$ cat config.mk
export PLATFORM = sky130hd
export DESIGN_NAME = freq_cmd_select
export DESIGN_NICKNAME = d
export VERILOG_FILES = /design/src/include/fsel_pkg.sv /design/src/hw/freq_cmd_select.sv /design/src/hw/modbus_rx.sv
export SDC_FILE = /design/constraint.sdc
export NUM_CORES = 2
export LEC_CHECK = 0
export BUFFER_PORTS_ARGS = -buffer_cell sky130_fd_sc_hd__clkbuf_2
export CAP_MARGIN = 0
export CORE_MARGIN = 2
export CORE_UTILIZATION = 60
export DETAILED_ROUTE_END_ITERATION = 6
export PLACE_DENSITY = 0.77
export SETUP_SLACK_MARGIN = 0.4
export SLEW_MARGIN = 5
export SYNTH_ARGS = -nofsm -noshare
export SYNTH_HDL_FRONTEND = slang
export SYNTH_SLANG_ARGS = --single-unit
export TNS_END_PERCENT = 30
$ cat constraint.sdc
create_clock -name REF_CLK -period 19.4 [get_ports REF_CLK]
set_input_delay 3.88 -clock REF_CLK [delete_from_list [all_inputs] [get_ports REF_CLK]]
set_output_delay 3.88 -clock REF_CLK [all_outputs]
set_load 0.02 [all_outputs]
$ cat src/include/fsel_pkg.sv
// Constants, types and helpers of the frequency and run command source selector
package fsel_pkg;
	localparam int CLK_HZ = 20_000_000;
	localparam int APB_AW = 12;
	// Register byte offsets
	localparam logic [11:0] OFF_CTRL = 12'h000;
	localparam logic [11:0] OFF_BASE = 12'h004;
	localparam logic [11:0] OFF_TERM = 12'h008;
	localparam logic [11:0] OFF_GAIN = 12'h00c;
	localparam logic [11:0] OFF_ZERO = 12'h010;
	localparam logic [11:0] OFF_COMM = 12'h014;
	localparam logic [11:0] OFF_STATUS = 12'h018;
	localparam logic [11:0] OFF_JACK = 12'h01c;
	localparam logic [11:0] OFF_PAIR = 12'h020;
	localparam logic [11:0] OFF_PRESET = 12'h040;
	// Field positions
	localparam int CTRL_FSEL_LSB = 0;
	localparam int CTRL_RSEL_LSB = 4;
	localparam int BASE_EDIT_LSB = 16;
	localparam int GAIN_CURR_LSB = 16;
	localparam int COMM_BAUD_LSB = 8;
	localparam int STAT_RUN_BIT = 16;
	localparam int STAT_REV_BIT = 17;
	localparam int STAT_IDX_LSB = 20;
	localparam int STAT_AT_BIT = 24;
	localparam int SER_RUN_LSB = 16;
	localparam int TERM_FN_W = 5;
	localparam int N_TERM = 6;
	localparam int N_PRESET = 15;
	localparam int ADC_W = 12;
	// Reset values and limits, frequencies in 0.01 Hz
	localparam logic [15:0] MAX_FREQ = 16'h9c40;
	localparam logic [15:0] BASE_RST = 16'h1770;
	localparam logic [15:0] VGAIN_RST = 16'h1771;
	localparam logic [15:0] CGAIN_RST = 16'h1d4e;
	localparam logic [11:0] CZERO_RST = 12'h333;
	localparam logic [7:0] NODE_RST = 8'h01;
	localparam logic [7:0] NODE_MIN = 8'h01;
	localparam logic [7:0] NODE_MAX = 8'h20;
	localparam logic [2:0] BAUD_RST = 3'h3;
	localparam logic [2:0] BAUD_JACK = 3'h3;
	localparam logic [29:0] TERM_RST = 30'h00000000;
	// Modbus framing
	localparam int MB_GAP_BITS = 40;
	localparam logic [7:0] MB_FN_WRITE = 8'h06;
	localparam logic [15:0] MB_REG_RUN = 16'h0002;
	localparam logic [15:0] MB_REG_FREQ = 16'h0004;
	localparam logic [1:0] MB_RUN_STOP = 2'h0;
	localparam logic [1:0] MB_RUN_FWD = 2'h1;
	localparam logic [1:0] MB_RUN_REV = 2'h2;
	localparam logic [15:0] CRC_INIT = 16'hffff;
	localparam logic [15:0] CRC_POLY = 16'ha001;
	// Terminal function codes
	localparam logic [4:0] TFN_FWD = 5'h00;
	localparam logic [4:0] TFN_REV = 5'h01;
	localparam logic [4:0] TFN_SPD0 = 5'h02;
	localparam logic [4:0] TFN_ANALOG_SEL = 5'h0d;

	typedef enum logic [2:0] {
		FSRC_POT = 3'b000,
		FSRC_TERMINAL = 3'b001,
		FSRC_KEYS = 3'b010,
		FSRC_JACK = 3'b011,
		FSRC_PAIR = 3'b100
	} freq_src_t;

	typedef enum logic [2:0] {
		RSRC_KEYPAD = 3'b000,
		RSRC_TERMINAL = 3'b001,
		RSRC_JACK = 3'b010,
		RSRC_PAIR = 3'b011
	} run_src_t;

	typedef struct packed {
		logic [15:0] addr;
		logic [15:0] data;
	} mb_write_t;

	typedef struct packed {
		logic up;
		logic down;
		logic store;
		logic run;
		logic stop;
	} keypad_t;

	// Cycles per bit for a baud code
	function automatic logic [15:0] baud_period(input logic [2:0] code, input int clk_rate);
		case (code)
			3'h0: baud_period = 16'(clk_rate / 1200);
			3'h1: baud_period = 16'(clk_rate / 2400);
			3'h2: baud_period = 16'(clk_rate / 4800);
			3'h4: baud_period = 16'(clk_rate / 19200);
			default: baud_period = 16'(clk_rate / 9600);
		endcase
	endfunction

	function automatic logic [15:0] crc16_byte(input logic [15:0] crc, input logic [7:0] b);
		logic [15:0] c;
		c = crc ^ {8'h00, b};
		for (int i = 0; i < 8; i++)
			c = c[0] ? ((c >> 1) ^ CRC_POLY) : (c >> 1);
		crc16_byte = c;
	endfunction
endpackage

$ cat src/hw/freq_cmd_select.sv
// Frequency setpoint and run command source selection with APB registers
`timescale 1ns/10ps
module freq_cmd_select
	import fsel_pkg::*;
#(
	parameter int CLK_RATE = CLK_HZ
)
(
	// Clock and reset
	input wire logic REF_CLK,
	input wire logic RST_N,
	// APB slave
	input wire logic PSEL,
	input wire logic PENABLE,
	input wire logic PWRITE,
	input wire logic [APB_AW-1:0] PADDR,
	input wire logic [31:0] PWDATA,
	output logic [31:0] PRDATA,
	output logic PREADY,
	output logic PSLVERR,
	// Keypad keys, high while pressed
	input wire logic KEY_UP,
	input wire logic KEY_DOWN,
	input wire logic KEY_STORE,
	input wire logic KEY_RUN,
	input wire logic KEY_STOP,
	// Input terminals 1..6, high while closed
	input wire logic [N_TERM-1:0] TERM_IN,
	// Analog converters on this clock
	input wire logic [ADC_W-1:0] ADC_VOLT,
	input wire logic [ADC_W-1:0] ADC_CURR,
	// RS-485 receive levels, jack and terminal pair
	input wire logic JACK_POS,
	input wire logic JACK_NEG,
	input wire logic LINE_POS,
	input wire logic LINE_NEG,
	// Drive commands
	output logic [15:0] FREQ_SETPOINT,
	output logic RUN_CMD,
	output logic RUN_REVERSE
);
	localparam int N_SYNC = 15;

	logic [1:0] rst_pipe;
	logic rst_n;
	logic [N_SYNC-1:0] sync1, sync2;
	keypad_t keys, keys_d, key_edge;
	logic [N_TERM-1:0] term;
	logic [1:0] line_level;
	logic [2:0] fsel, next_fsel, rsel, next_rsel, baud, next_baud;
	logic [15:0] base, next_base, edit, next_edit, vgain, next_vgain, cgain, next_cgain;
	logic [11:0] czero, next_czero;
	logic [29:0] term_fn, next_term_fn;
	logic [7:0] node, next_node;
	logic [15:0] preset [1:N_PRESET];
	logic preset_we;
	logic [3:0] preset_idx;
	logic [15:0] ser_freq [0:1];
	logic [15:0] next_ser_freq [0:1];
	logic [1:0] ser_run [0:1];
	logic [1:0] next_ser_run [0:1];
	logic wr_valid [0:1];
	mb_write_t wr [0:1];
	logic key_run, next_key_run, next_run, next_rev;
	logic [15:0] next_setpoint, multi_hz, volt_hz, curr_hz, analog_hz;
	logic [3:0] spd_idx, spd_cfg_bits;
	logic spd_cfg, at_present, at_closed, fwd_in, rev_in;
	logic [27:0] volt_prod, curr_prod;
	logic [11:0] curr_net;
	logic apb_wr;
	logic [31:0] rd_data, next_prdata;

	// Terminals carrying a given function code
	function automatic logic [N_TERM-1:0] term_hits(input logic [29:0] fn, input logic [4:0] code);
		for (int t = 0; t < N_TERM; t++)
			term_hits[t] = (fn[t*TERM_FN_W +: TERM_FN_W] == code);
	endfunction

	function automatic logic [15:0] clamp_freq(input logic [16:0] v);
		clamp_freq = (v > {1'b0, MAX_FREQ}) ? MAX_FREQ : v[15:0];
	endfunction

	function automatic logic [3:0] preset_of(input logic [APB_AW-1:0] a);
		preset_of = (a[APB_AW-1:6] == OFF_PRESET[APB_AW-1:6] && a[1:0] == 2'h0) ? a[5:2] : 4'h0;
	endfunction

	function automatic logic is_mapped(input logic [APB_AW-1:0] a);
		unique case (a)
			OFF_CTRL, OFF_BASE, OFF_TERM, OFF_GAIN, OFF_ZERO, OFF_COMM, OFF_STATUS, OFF_JACK,
			OFF_PAIR: is_mapped = 1'b1;
			default: is_mapped = (preset_of(a) != 4'h0);
		endcase
	endfunction

	// Reset release and pin synchronisers
	always_ff @(posedge REF_CLK or negedge RST_N)
	begin
		if (!RST_N)
		begin
			rst_pipe <= 2'h0;
		end
		else
		begin
			rst_pipe <= {rst_pipe[0], 1'b1};
		end
	end
	assign rst_n = rst_pipe[1];

	always_ff @(posedge REF_CLK or negedge rst_n)
	begin
		if (!rst_n)
		begin
			sync1 <= '0;
			sync2 <= '0;
			keys_d <= '0;
		end
		else
		begin
			sync1 <= {KEY_UP, KEY_DOWN, KEY_STORE, KEY_RUN, KEY_STOP, TERM_IN,
				JACK_POS, JACK_NEG, LINE_POS, LINE_NEG};
			sync2 <= sync1;
			keys_d <= keys;
		end
	end

	always_comb
	begin
		keys = keypad_t'(sync2[14:10]);
		key_edge = keys & ~keys_d;
		term = sync2[9:4];
		// An undriven pair reads as idle
		line_level[0] = sync2[3] | ~sync2[2];
		line_level[1] = sync2[1] | ~sync2[0];
	end

	// Serial ports; the jack runs at a fixed rate
	for (genvar p = 0; p < 2; p++)
	begin : g_port
		modbus_rx #(
			.CLK_RATE(CLK_RATE)
		) u_rx (
			.clk(REF_CLK),
			.rst_n(rst_n),
			.rx(line_level[p]),
			.baud_code(p == 0 ? BAUD_JACK : baud),
			.node_address(node),
			.wr_valid(wr_valid[p]),
			.wr(wr[p])
		);
	end

	// Terminal decoding
	for (genvar k = 0; k < 4; k++)
	begin : g_speed
		always_comb
		begin
			spd_cfg_bits[k] = |term_hits(term_fn, TFN_SPD0 + 5'(k));
			spd_idx[k] = |(term_hits(term_fn, TFN_SPD0 + 5'(k)) & term);
		end
	end

	always_comb
	begin
		spd_cfg = |spd_cfg_bits;
		at_present = |term_hits(term_fn, TFN_ANALOG_SEL);
		at_closed = |(term_hits(term_fn, TFN_ANALOG_SEL) & term);
		fwd_in = |(term_hits(term_fn, TFN_FWD) & term);
		rev_in = |(term_hits(term_fn, TFN_REV) & term);
		// Linear map of the analog span onto frequency
		volt_prod = 28'(ADC_VOLT) * 28'(vgain);
		curr_net = (ADC_CURR > czero) ? ADC_CURR - czero : 12'h000;
		curr_prod = 28'(curr_net) * 28'(cgain);
		volt_hz = clamp_freq({1'b0, volt_prod[27:12]});
		curr_hz = clamp_freq({1'b0, curr_prod[27:12]});
		if (!at_present)
			analog_hz = clamp_freq({1'b0, volt_hz} + {1'b0, curr_hz});
		else
			analog_hz = at_closed ? curr_hz : volt_hz;
		multi_hz = (spd_idx == 4'h0) ? base : preset[spd_idx];
		// Only the selected source reaches the setpoint
		unique case (freq_src_t'(fsel))
			FSRC_TERMINAL: next_setpoint = spd_cfg ? multi_hz : analog_hz;
			FSRC_KEYS: next_setpoint = multi_hz;
			FSRC_JACK: next_setpoint = ser_freq[0];
			FSRC_PAIR: next_setpoint = ser_freq[1];
			default: next_setpoint = 16'h0000;
		endcase
		// Run and stop keys are dead unless the keypad is the run source
		next_key_run = 1'b0;
		if (run_src_t'(rsel) == RSRC_KEYPAD)
			next_key_run = key_edge.stop ? 1'b0 : (key_edge.run | key_run);
		unique case (run_src_t'(rsel))
			RSRC_KEYPAD:
			begin
				next_run = next_key_run;
				next_rev = 1'b0;
			end
			RSRC_TERMINAL:
			begin
				next_run = fwd_in ^ rev_in;
				next_rev = rev_in & ~fwd_in;
			end
			RSRC_JACK, RSRC_PAIR:
			begin
				next_run = ser_run[rsel[0]] != MB_RUN_STOP;
				next_rev = ser_run[rsel[0]] == MB_RUN_REV;
			end
			default:
			begin
				next_run = 1'b0;
				next_rev = 1'b0;
			end
		endcase
	end

	// Register file and keypad editing
	always_comb
	begin
		apb_wr = PSEL & PENABLE & PWRITE & is_mapped(PADDR);
		preset_idx = preset_of(PADDR);
		preset_we = apb_wr & (preset_idx != 4'h0);
		next_fsel = fsel;
		next_rsel = rsel;
		next_base = base;
		next_edit = edit;
		next_term_fn = term_fn;
		next_vgain = vgain;
		next_cgain = cgain;
		next_czero = czero;
		next_node = node;
		next_baud = baud;
		if (freq_src_t'(fsel) == FSRC_KEYS && key_edge.up && edit < MAX_FREQ)
			next_edit = edit + 16'h0001;
		else if (freq_src_t'(fsel) == FSRC_KEYS && key_edge.down && edit != 16'h0000)
			next_edit = edit - 16'h0001;
		if (key_edge.store)
			next_base = edit;
		for (int p = 0; p < 2; p++)
		begin
			next_ser_freq[p] = ser_freq[p];
			next_ser_run[p] = ser_run[p];
			if (wr_valid[p] && wr[p].addr == MB_REG_FREQ)
				next_ser_freq[p] = clamp_freq({1'b0, wr[p].data});
			if (wr_valid[p] && wr[p].addr == MB_REG_RUN && wr[p].data <= 16'(MB_RUN_REV))
				next_ser_run[p] = wr[p].data[1:0];
		end
		if (apb_wr)
		begin
			unique case (PADDR)
				OFF_CTRL:
				begin
					next_fsel = PWDATA[CTRL_FSEL_LSB +: 3];
					next_rsel = PWDATA[CTRL_RSEL_LSB +: 3];
				end
				OFF_BASE:
				begin
					next_base = clamp_freq({1'b0, PWDATA[15:0]});
					next_edit = clamp_freq({1'b0, PWDATA[15:0]});
				end
				OFF_TERM: next_term_fn = PWDATA[29:0];
				OFF_GAIN:
				begin
					next_vgain = PWDATA[15:0];
					next_cgain = PWDATA[GAIN_CURR_LSB +: 16];
				end
				OFF_ZERO: next_czero = PWDATA[ADC_W-1:0];
				OFF_COMM:
				begin
					if (PWDATA[7:0] >= NODE_MIN && PWDATA[7:0] <= NODE_MAX)
						next_node = PWDATA[7:0];
					next_baud = PWDATA[COMM_BAUD_LSB +: 3];
				end
				default:
				begin
				end
			endcase
		end
		rd_data = 32'h00000000;
		unique case (PADDR)
			OFF_CTRL: rd_data = {25'h0, rsel, 1'b0, fsel};
			OFF_BASE: rd_data = {edit, base};
			OFF_TERM: rd_data = {2'h0, term_fn};
			OFF_GAIN: rd_data = {cgain, vgain};
			OFF_ZERO: rd_data = {20'h0, czero};
			OFF_COMM: rd_data = {21'h0, baud, node};
			OFF_STATUS: rd_data = {7'h0, at_present, spd_idx, 2'h0, RUN_REVERSE, RUN_CMD,
				FREQ_SETPOINT};
			OFF_JACK: rd_data = {14'h0, ser_run[0], ser_freq[0]};
			OFF_PAIR: rd_data = {14'h0, ser_run[1], ser_freq[1]};
			default: rd_data = (preset_of(PADDR) != 4'h0) ? {16'h0, preset[preset_of(PADDR)]} : 32'h0;
		endcase
		next_prdata = (PSEL && !PENABLE) ? rd_data : PRDATA;
	end

	always_ff @(posedge REF_CLK or negedge rst_n)
	begin
		if (!rst_n)
		begin
			fsel <= FSRC_POT;
			rsel <= RSRC_KEYPAD;
			base <= BASE_RST;
			edit <= BASE_RST;
			term_fn <= TERM_RST;
			vgain <= VGAIN_RST;
			cgain <= CGAIN_RST;
			czero <= CZERO_RST;
			node <= NODE_RST;
			baud <= BAUD_RST;
			ser_freq <= '{16'h0000, 16'h0000};
			ser_run <= '{MB_RUN_STOP, MB_RUN_STOP};
			key_run <= 1'b0;
			FREQ_SETPOINT <= 16'h0000;
			RUN_CMD <= 1'b0;
			RUN_REVERSE <= 1'b0;
			PRDATA <= 32'h00000000;
		end
		else
		begin
			fsel <= next_fsel;
			rsel <= next_rsel;
			base <= next_base;
			edit <= next_edit;
			term_fn <= next_term_fn;
			vgain <= next_vgain;
			cgain <= next_cgain;
			czero <= next_czero;
			node <= next_node;
			baud <= next_baud;
			ser_freq <= next_ser_freq;
			ser_run <= next_ser_run;
			key_run <= next_key_run;
			FREQ_SETPOINT <= next_setpoint;
			RUN_CMD <= next_run;
			RUN_REVERSE <= next_rev;
			PRDATA <= next_prdata;
		end
	end

	// Preset table holds no reset; software loads it
	always_ff @(posedge REF_CLK)
	begin
		if (preset_we)
			preset[preset_idx] <= clamp_freq({1'b0, PWDATA[15:0]});
	end

	assign PREADY = 1'b1;
	assign PSLVERR = PSEL & PENABLE & ~is_mapped(PADDR);
endmodule // freq_cmd_select

$ cat src/hw/modbus_rx.sv
// Modbus RTU receiver that decodes single register write frames
`timescale 1ns/10ps
module modbus_rx
	import fsel_pkg::*;
#(
	parameter int CLK_RATE = CLK_HZ
)
(
	// Clock and reset
	input wire logic clk,
	input wire logic rst_n,
	// Synchronised line level and settings
	input wire logic rx,
	input wire logic [2:0] baud_code,
	input wire logic [7:0] node_address,
	// Decoded register write
	output logic wr_valid,
	output mb_write_t wr
);
	typedef enum logic [1:0] {
		RX_IDLE = 2'b00,
		RX_START = 2'b01,
		RX_DATA = 2'b10,
		RX_STOP = 2'b11
	} rx_state_t;
	localparam logic [3:0] IDX_CRC_LO = 4'h6;
	localparam logic [3:0] IDX_CRC_HI = 4'h7;
	localparam logic [3:0] IDX_DROP = 4'hf;

	if (CLK_RATE / 1200 > 65535 || CLK_RATE / 19200 < 4)
		$error("modbus_rx: clock rate outside the range of the bit counter");

	rx_state_t state, next_state;
	logic [15:0] cnt, next_cnt, period;
	logic [2:0] bit_idx, next_bit_idx;
	logic [7:0] shift, next_shift, crc_lo, next_crc_lo;
	logic [3:0] byte_idx, next_byte_idx;
	logic [5:0] gap, next_gap;
	logic [15:0] crc, next_crc;
	logic [7:0] frame [0:5];
	logic store_en, tick, next_valid;
	mb_write_t next_wr;

	always_comb
	begin
		period = baud_period(baud_code, CLK_RATE);
		tick = (cnt == 16'h0000);
		next_state = state;
		next_cnt = tick ? period - 16'h0001 : cnt - 16'h0001;
		next_bit_idx = bit_idx;
		next_shift = shift;
		next_byte_idx = byte_idx;
		next_gap = gap;
		next_crc = crc;
		next_crc_lo = crc_lo;
		next_valid = 1'b0;
		next_wr = wr;
		store_en = 1'b0;
		unique case (state)
			RX_IDLE:
			begin
				if (tick && gap != 6'(MB_GAP_BITS))
					next_gap = gap + 6'h01;
				if (gap == 6'(MB_GAP_BITS))
				begin
					// Silent line ends the frame
					next_byte_idx = 4'h0;
					next_crc = CRC_INIT;
				end
				if (!rx)
				begin
					next_state = RX_START;
					next_cnt = period >> 1;
				end
			end
			RX_START:
			if (tick)
			begin
				next_state = rx ? RX_IDLE : RX_DATA;
				next_bit_idx = 3'h0;
			end
			RX_DATA:
			if (tick)
			begin
				next_shift = {rx, shift[7:1]};
				next_bit_idx = bit_idx + 3'h1;
				if (bit_idx == 3'h7)
					next_state = RX_STOP;
			end
			RX_STOP:
			if (tick)
			begin
				next_state = RX_IDLE;
				next_gap = 6'h00;
				if (!rx)
					next_byte_idx = IDX_DROP;
				else if (byte_idx < IDX_CRC_LO)
				begin
					store_en = 1'b1;
					next_crc = crc16_byte(crc, shift);
					next_byte_idx = byte_idx + 4'h1;
				end
				else if (byte_idx == IDX_CRC_LO)
				begin
					next_crc_lo = shift;
					next_byte_idx = IDX_CRC_HI;
				end
				else if (byte_idx == IDX_CRC_HI)
				begin
					next_byte_idx = IDX_DROP;
					// Only frames for our node with a good check are taken
					next_valid = frame[0] == node_address && frame[1] == MB_FN_WRITE
						&& crc_lo == crc[7:0] && shift == crc[15:8];
					next_wr = {frame[2], frame[3], frame[4], frame[5]};
				end
			end
		endcase
	end

	always_ff @(posedge clk or negedge rst_n)
	begin
		if (!rst_n)
		begin
			state <= RX_IDLE;
			cnt <= 16'h0000;
			bit_idx <= 3'h0;
			shift <= 8'h00;
			byte_idx <= IDX_DROP;
			gap <= 6'h00;
			crc <= CRC_INIT;
			crc_lo <= 8'h00;
			wr_valid <= 1'b0;
			wr <= '0;
		end
		else
		begin
			state <= next_state;
			cnt <= next_cnt;
			bit_idx <= next_bit_idx;
			shift <= next_shift;
			byte_idx <= next_byte_idx;
			gap <= next_gap;
			crc <= next_crc;
			crc_lo <= next_crc_lo;
			wr_valid <= next_valid;
			wr <= next_wr;
		end
	end

	always_ff @(posedge clk)
	begin
		if (store_en)
			frame[byte_idx[2:0]] <= shift;
	end
endmodule // modbus_rx

==> run metrics <==
P_leak=23.1 nW; critical path class=primary input to flip-flop; critical path endpoint category=flip-flop; worst min path class=flip-flop to asynchronous set/reset pin; Die Height=295 um; H-tree levels=3; fraction of layout cells with a size suffix above 1=13.9%; Post-synth ARST share=between 50% and 60%; Clock transition at path regs=about 60 ps; Netlist Area Pre-Place=slightly above 0.05 mm^2; GP Congestion=approximately 1.0; Distinct cells, synth=104; WL/cell=25.5 um; total power=about 3.9 mW; final cell count without fillers=approximately 6000; Reg2Reg Depth=47; Placed Instances=5933; Resize count post-CTS=0; failing checks=design-rule violations; Setup TNS=0 ps; PD cells=70.2 mW/mm^2; Area Growth Syn to Fin=8.44%; worst r2r src=czero[1]$_DFFE_PN1P_; Synth Register Bits=just under 800; hold buffers post-CTS=0; Final period util=80.9%; detail-routed via count per cell=6.64; Root Buffer=clkbuf_16; Core Footprint=0.0836 mm^2; Post-synth EDFFs=roughly 340; Util after Layout=65.7%; total number of yosys warnings=0; Initial Util=60.6%; Max clock buf depth=3; die area=about 0.087 mm^2; Post-CTS Repair Setup Buffers=0; Post-Syn Area per Cell=10.3 um^2; FP Rows=~110; unrepaired setup endpoints after global routing=no; max-slew violation count=0; pin count of the biggest net entering global routing=180; post-route ant nets=0; CTS sink count=775; Max rail drop VDD=0.126 mV; first-pass GRT wire length=235000 um; TritonCTS clock tree=built; CP startpoint kind=primary input; drt drc=4; critical path's slowest cell=nor2_1; via count=40400; Buffers on Ports=138; num ports=140; initial antenna violation count=20; drt first pass iters=7; crit-path max cell delay=990 ps; fill cell count=6414; Rel. slew slack=approximately 9.7%; sequential fraction of the synthesis area=between 40% and 50%; Chip Width=295 um; post-DP HPWL=109000 um; Worst Skew=37.4 ps; required time worst endpoint=around 20000 ps; worst-path fanout max=18; Clk Latency, worst-skew pair=about 640 ps; ys flop type=dfrtp_1; Cells after Synth=4933; Hold Slack=330 ps; Period minus WS final=15690 ps; worst reg2reg endpoint=FREQ_SETPOINT[6]$_DFF_PN0_; footprint of the multi-input gates=0.0270 mm^2; # setup viols final=0; Tot GR Track Use=35.8%; outcome=finished, violations left; DR iter-0 viols=4895; CTS Buf Count=78; FF+latch area=0.0212 mm^2; vias in the first global route=39900; remaining global-route overflow=0; WP data arrival=between 15000 and 20000 ps; Worst Tran Pin Value=roughly 1300 ps; Final Hold Vio Count=0; reg2reg setup slack=6320 ps; Nets=between 5000 and 6000; Fmax=0.0637 GHz; Max Cap Viol=0; most used cell, CP=fa_1; WL final=155000 um
worst max-delay path: cells and delay by family:
kind | cells | cell delay, ps
AOI/OAI and AO/OA | 16 | 4200
and+or+nand+nor | 16 | 3890
adders and majority gates | 9 | 3660
buffers and inverters | 4 | 250
muxes | 1 | 170
xor gates and xnor gates | 1 | 90
cell usage after synthesis, drive strengths merged (11+ instances only):
cell / count / area share, %
nand2: 616 / 4.6
inv: 388 / 2.9
dfrtp: 360 / 18
edfxtp: 336 / 20
nor2: 304 / 2.3
fa: 280 / 11
clkbuf: 259 / 1.9
mux2: 217 / 4.8
a21oi: 193 / 1.9
and2: 192 / 2.4
ha: 171 / 4.2
o21ai: 164 / 1.6
a211oi: 133 / 2.0
xnor2: 114 / 2.0
a31oi: 83 / 1.0
dfstp: 79 / 4.1
xor2: 74 / 1.3
nor3: 72 / 0.71
mux2i: 71 / 1.4
a22oi: 68 / 1.0
nand3: 66 / 0.65
nand4: 61 / 0.75
o221ai: 45 / 0.78
o22ai: 45 / 0.56
nor4: 38 / 0.48
a22o: 36 / 0.62
nand2b: 35 / 0.43
nor2b: 34 / 0.42
a21o: 29 / 0.44
buf: 28 / 0.26
a221oi: 25 / 0.43
and3: 25 / 0.31
o31ai: 25 / 0.38
a311oi: 21 / 0.36
or3: 19 / 0.24
nor4b: 16 / 0.28
o211ai: 14 / 0.21
o21a: 12 / 0.18
or4: 12 / 0.19
a222oi: 11 / 0.22
or2: 11 / 0.14
final cells by class:
| cell class | count | share of cell area, % |
|---|---|---|
| diodes | 6 | 0.0273 |
| flip-flops and latches | 775 | 38.6 |
| multi-input cells | 3483 | 49.2 |
| clock inverters | 39 | 0.957 |
| well taps | 1080 | 2.46 |
| clock buffers | 102 | 3.93 |
| inverters | 389 | 2.66 |
| repair buffers | 207 | 2.23 |
per-layer routing:
metal	routed length [um]	GRT usage (%)	vias up
met5	131	0	-
met4	8840	18.6	18
met3	17100	8.30	544
met2	69300	55.2	2332
met1	59500	47.6	20000
li1	-	-	17500
worst max-delay path by stage:
stage                startpoint                     endpoint  cells past startpoint
floorplan           ADC_CURR[1]   FREQ_SETPOINT[7]$_DFF_PN0_                     51
global placement    ADC_CURR[1]  FREQ_SETPOINT[10]$_DFF_PN0_                     47
detailed placement  ADC_CURR[1]   FREQ_SETPOINT[6]$_DFF_PN0_                     47
CTS                 ADC_CURR[1]   FREQ_SETPOINT[6]$_DFF_PN0_                     47
global route        ADC_CURR[1]   FREQ_SETPOINT[9]$_DFF_PN0_                     47
finish              ADC_CURR[1]   FREQ_SETPOINT[6]$_DFF_PN0_                     47
placed cells by master, fill, tap and decap left out, types with 129 or more instances in the layout:
| cell | count |
|---|---|
| mux2_2 | 217 |
| fa_1 | 280 |
| ha_1 | 171 |
| clkbuf_2 | 137 |
| o21ai_0 | 153 |
| a211oi_1 | 129 |
| nor2_1 | 285 |
| inv_1 | 388 |
| a21oi_1 | 191 |
| nand2_1 | 614 |
| edfxtp_1 | 336 |
| and2_1 | 191 |
| dfrtp_1 | 359 |
report_power, final:
part	internal (mW)	switching (mW)
registers	1.78	0.0648
clock network	0.935	0.654
logic	0.147	0.271
total	2.87	0.990
state kept, by name, indices dropped and copies added (netlist names), 30 cells and up, named ones only:
register,flops
g_port.u_rx.cnt,32
term_fn,30
g_port.u_rx.crc,32
ser_freq,32
g_port.u_rx.frame,96
preset,240
PRDATA,32
g_port.u_rx.wr,64
through the flow:
stage	area, um^2	worst slack, ps
final	54900	3710
after global routing	54900	2960
after CTS	54900	3940
after detailed placement	52200	3300
after global placement	52200	3470
after floorplan	50600	4790
logic make-up after synthesis:
kind of cell               synth area share (%)
adders and majority gates                  15.3
other                                   0.00740
and+or+nand+nor                            14.7
xor gates and xnor gates                   3.25
muxes                                      6.41
DFF                                        41.8
AOI/OAI and AO/OA                          13.4
buffers and inverters                      5.07
Note: power is estimated with default switching activity, not from simulation.
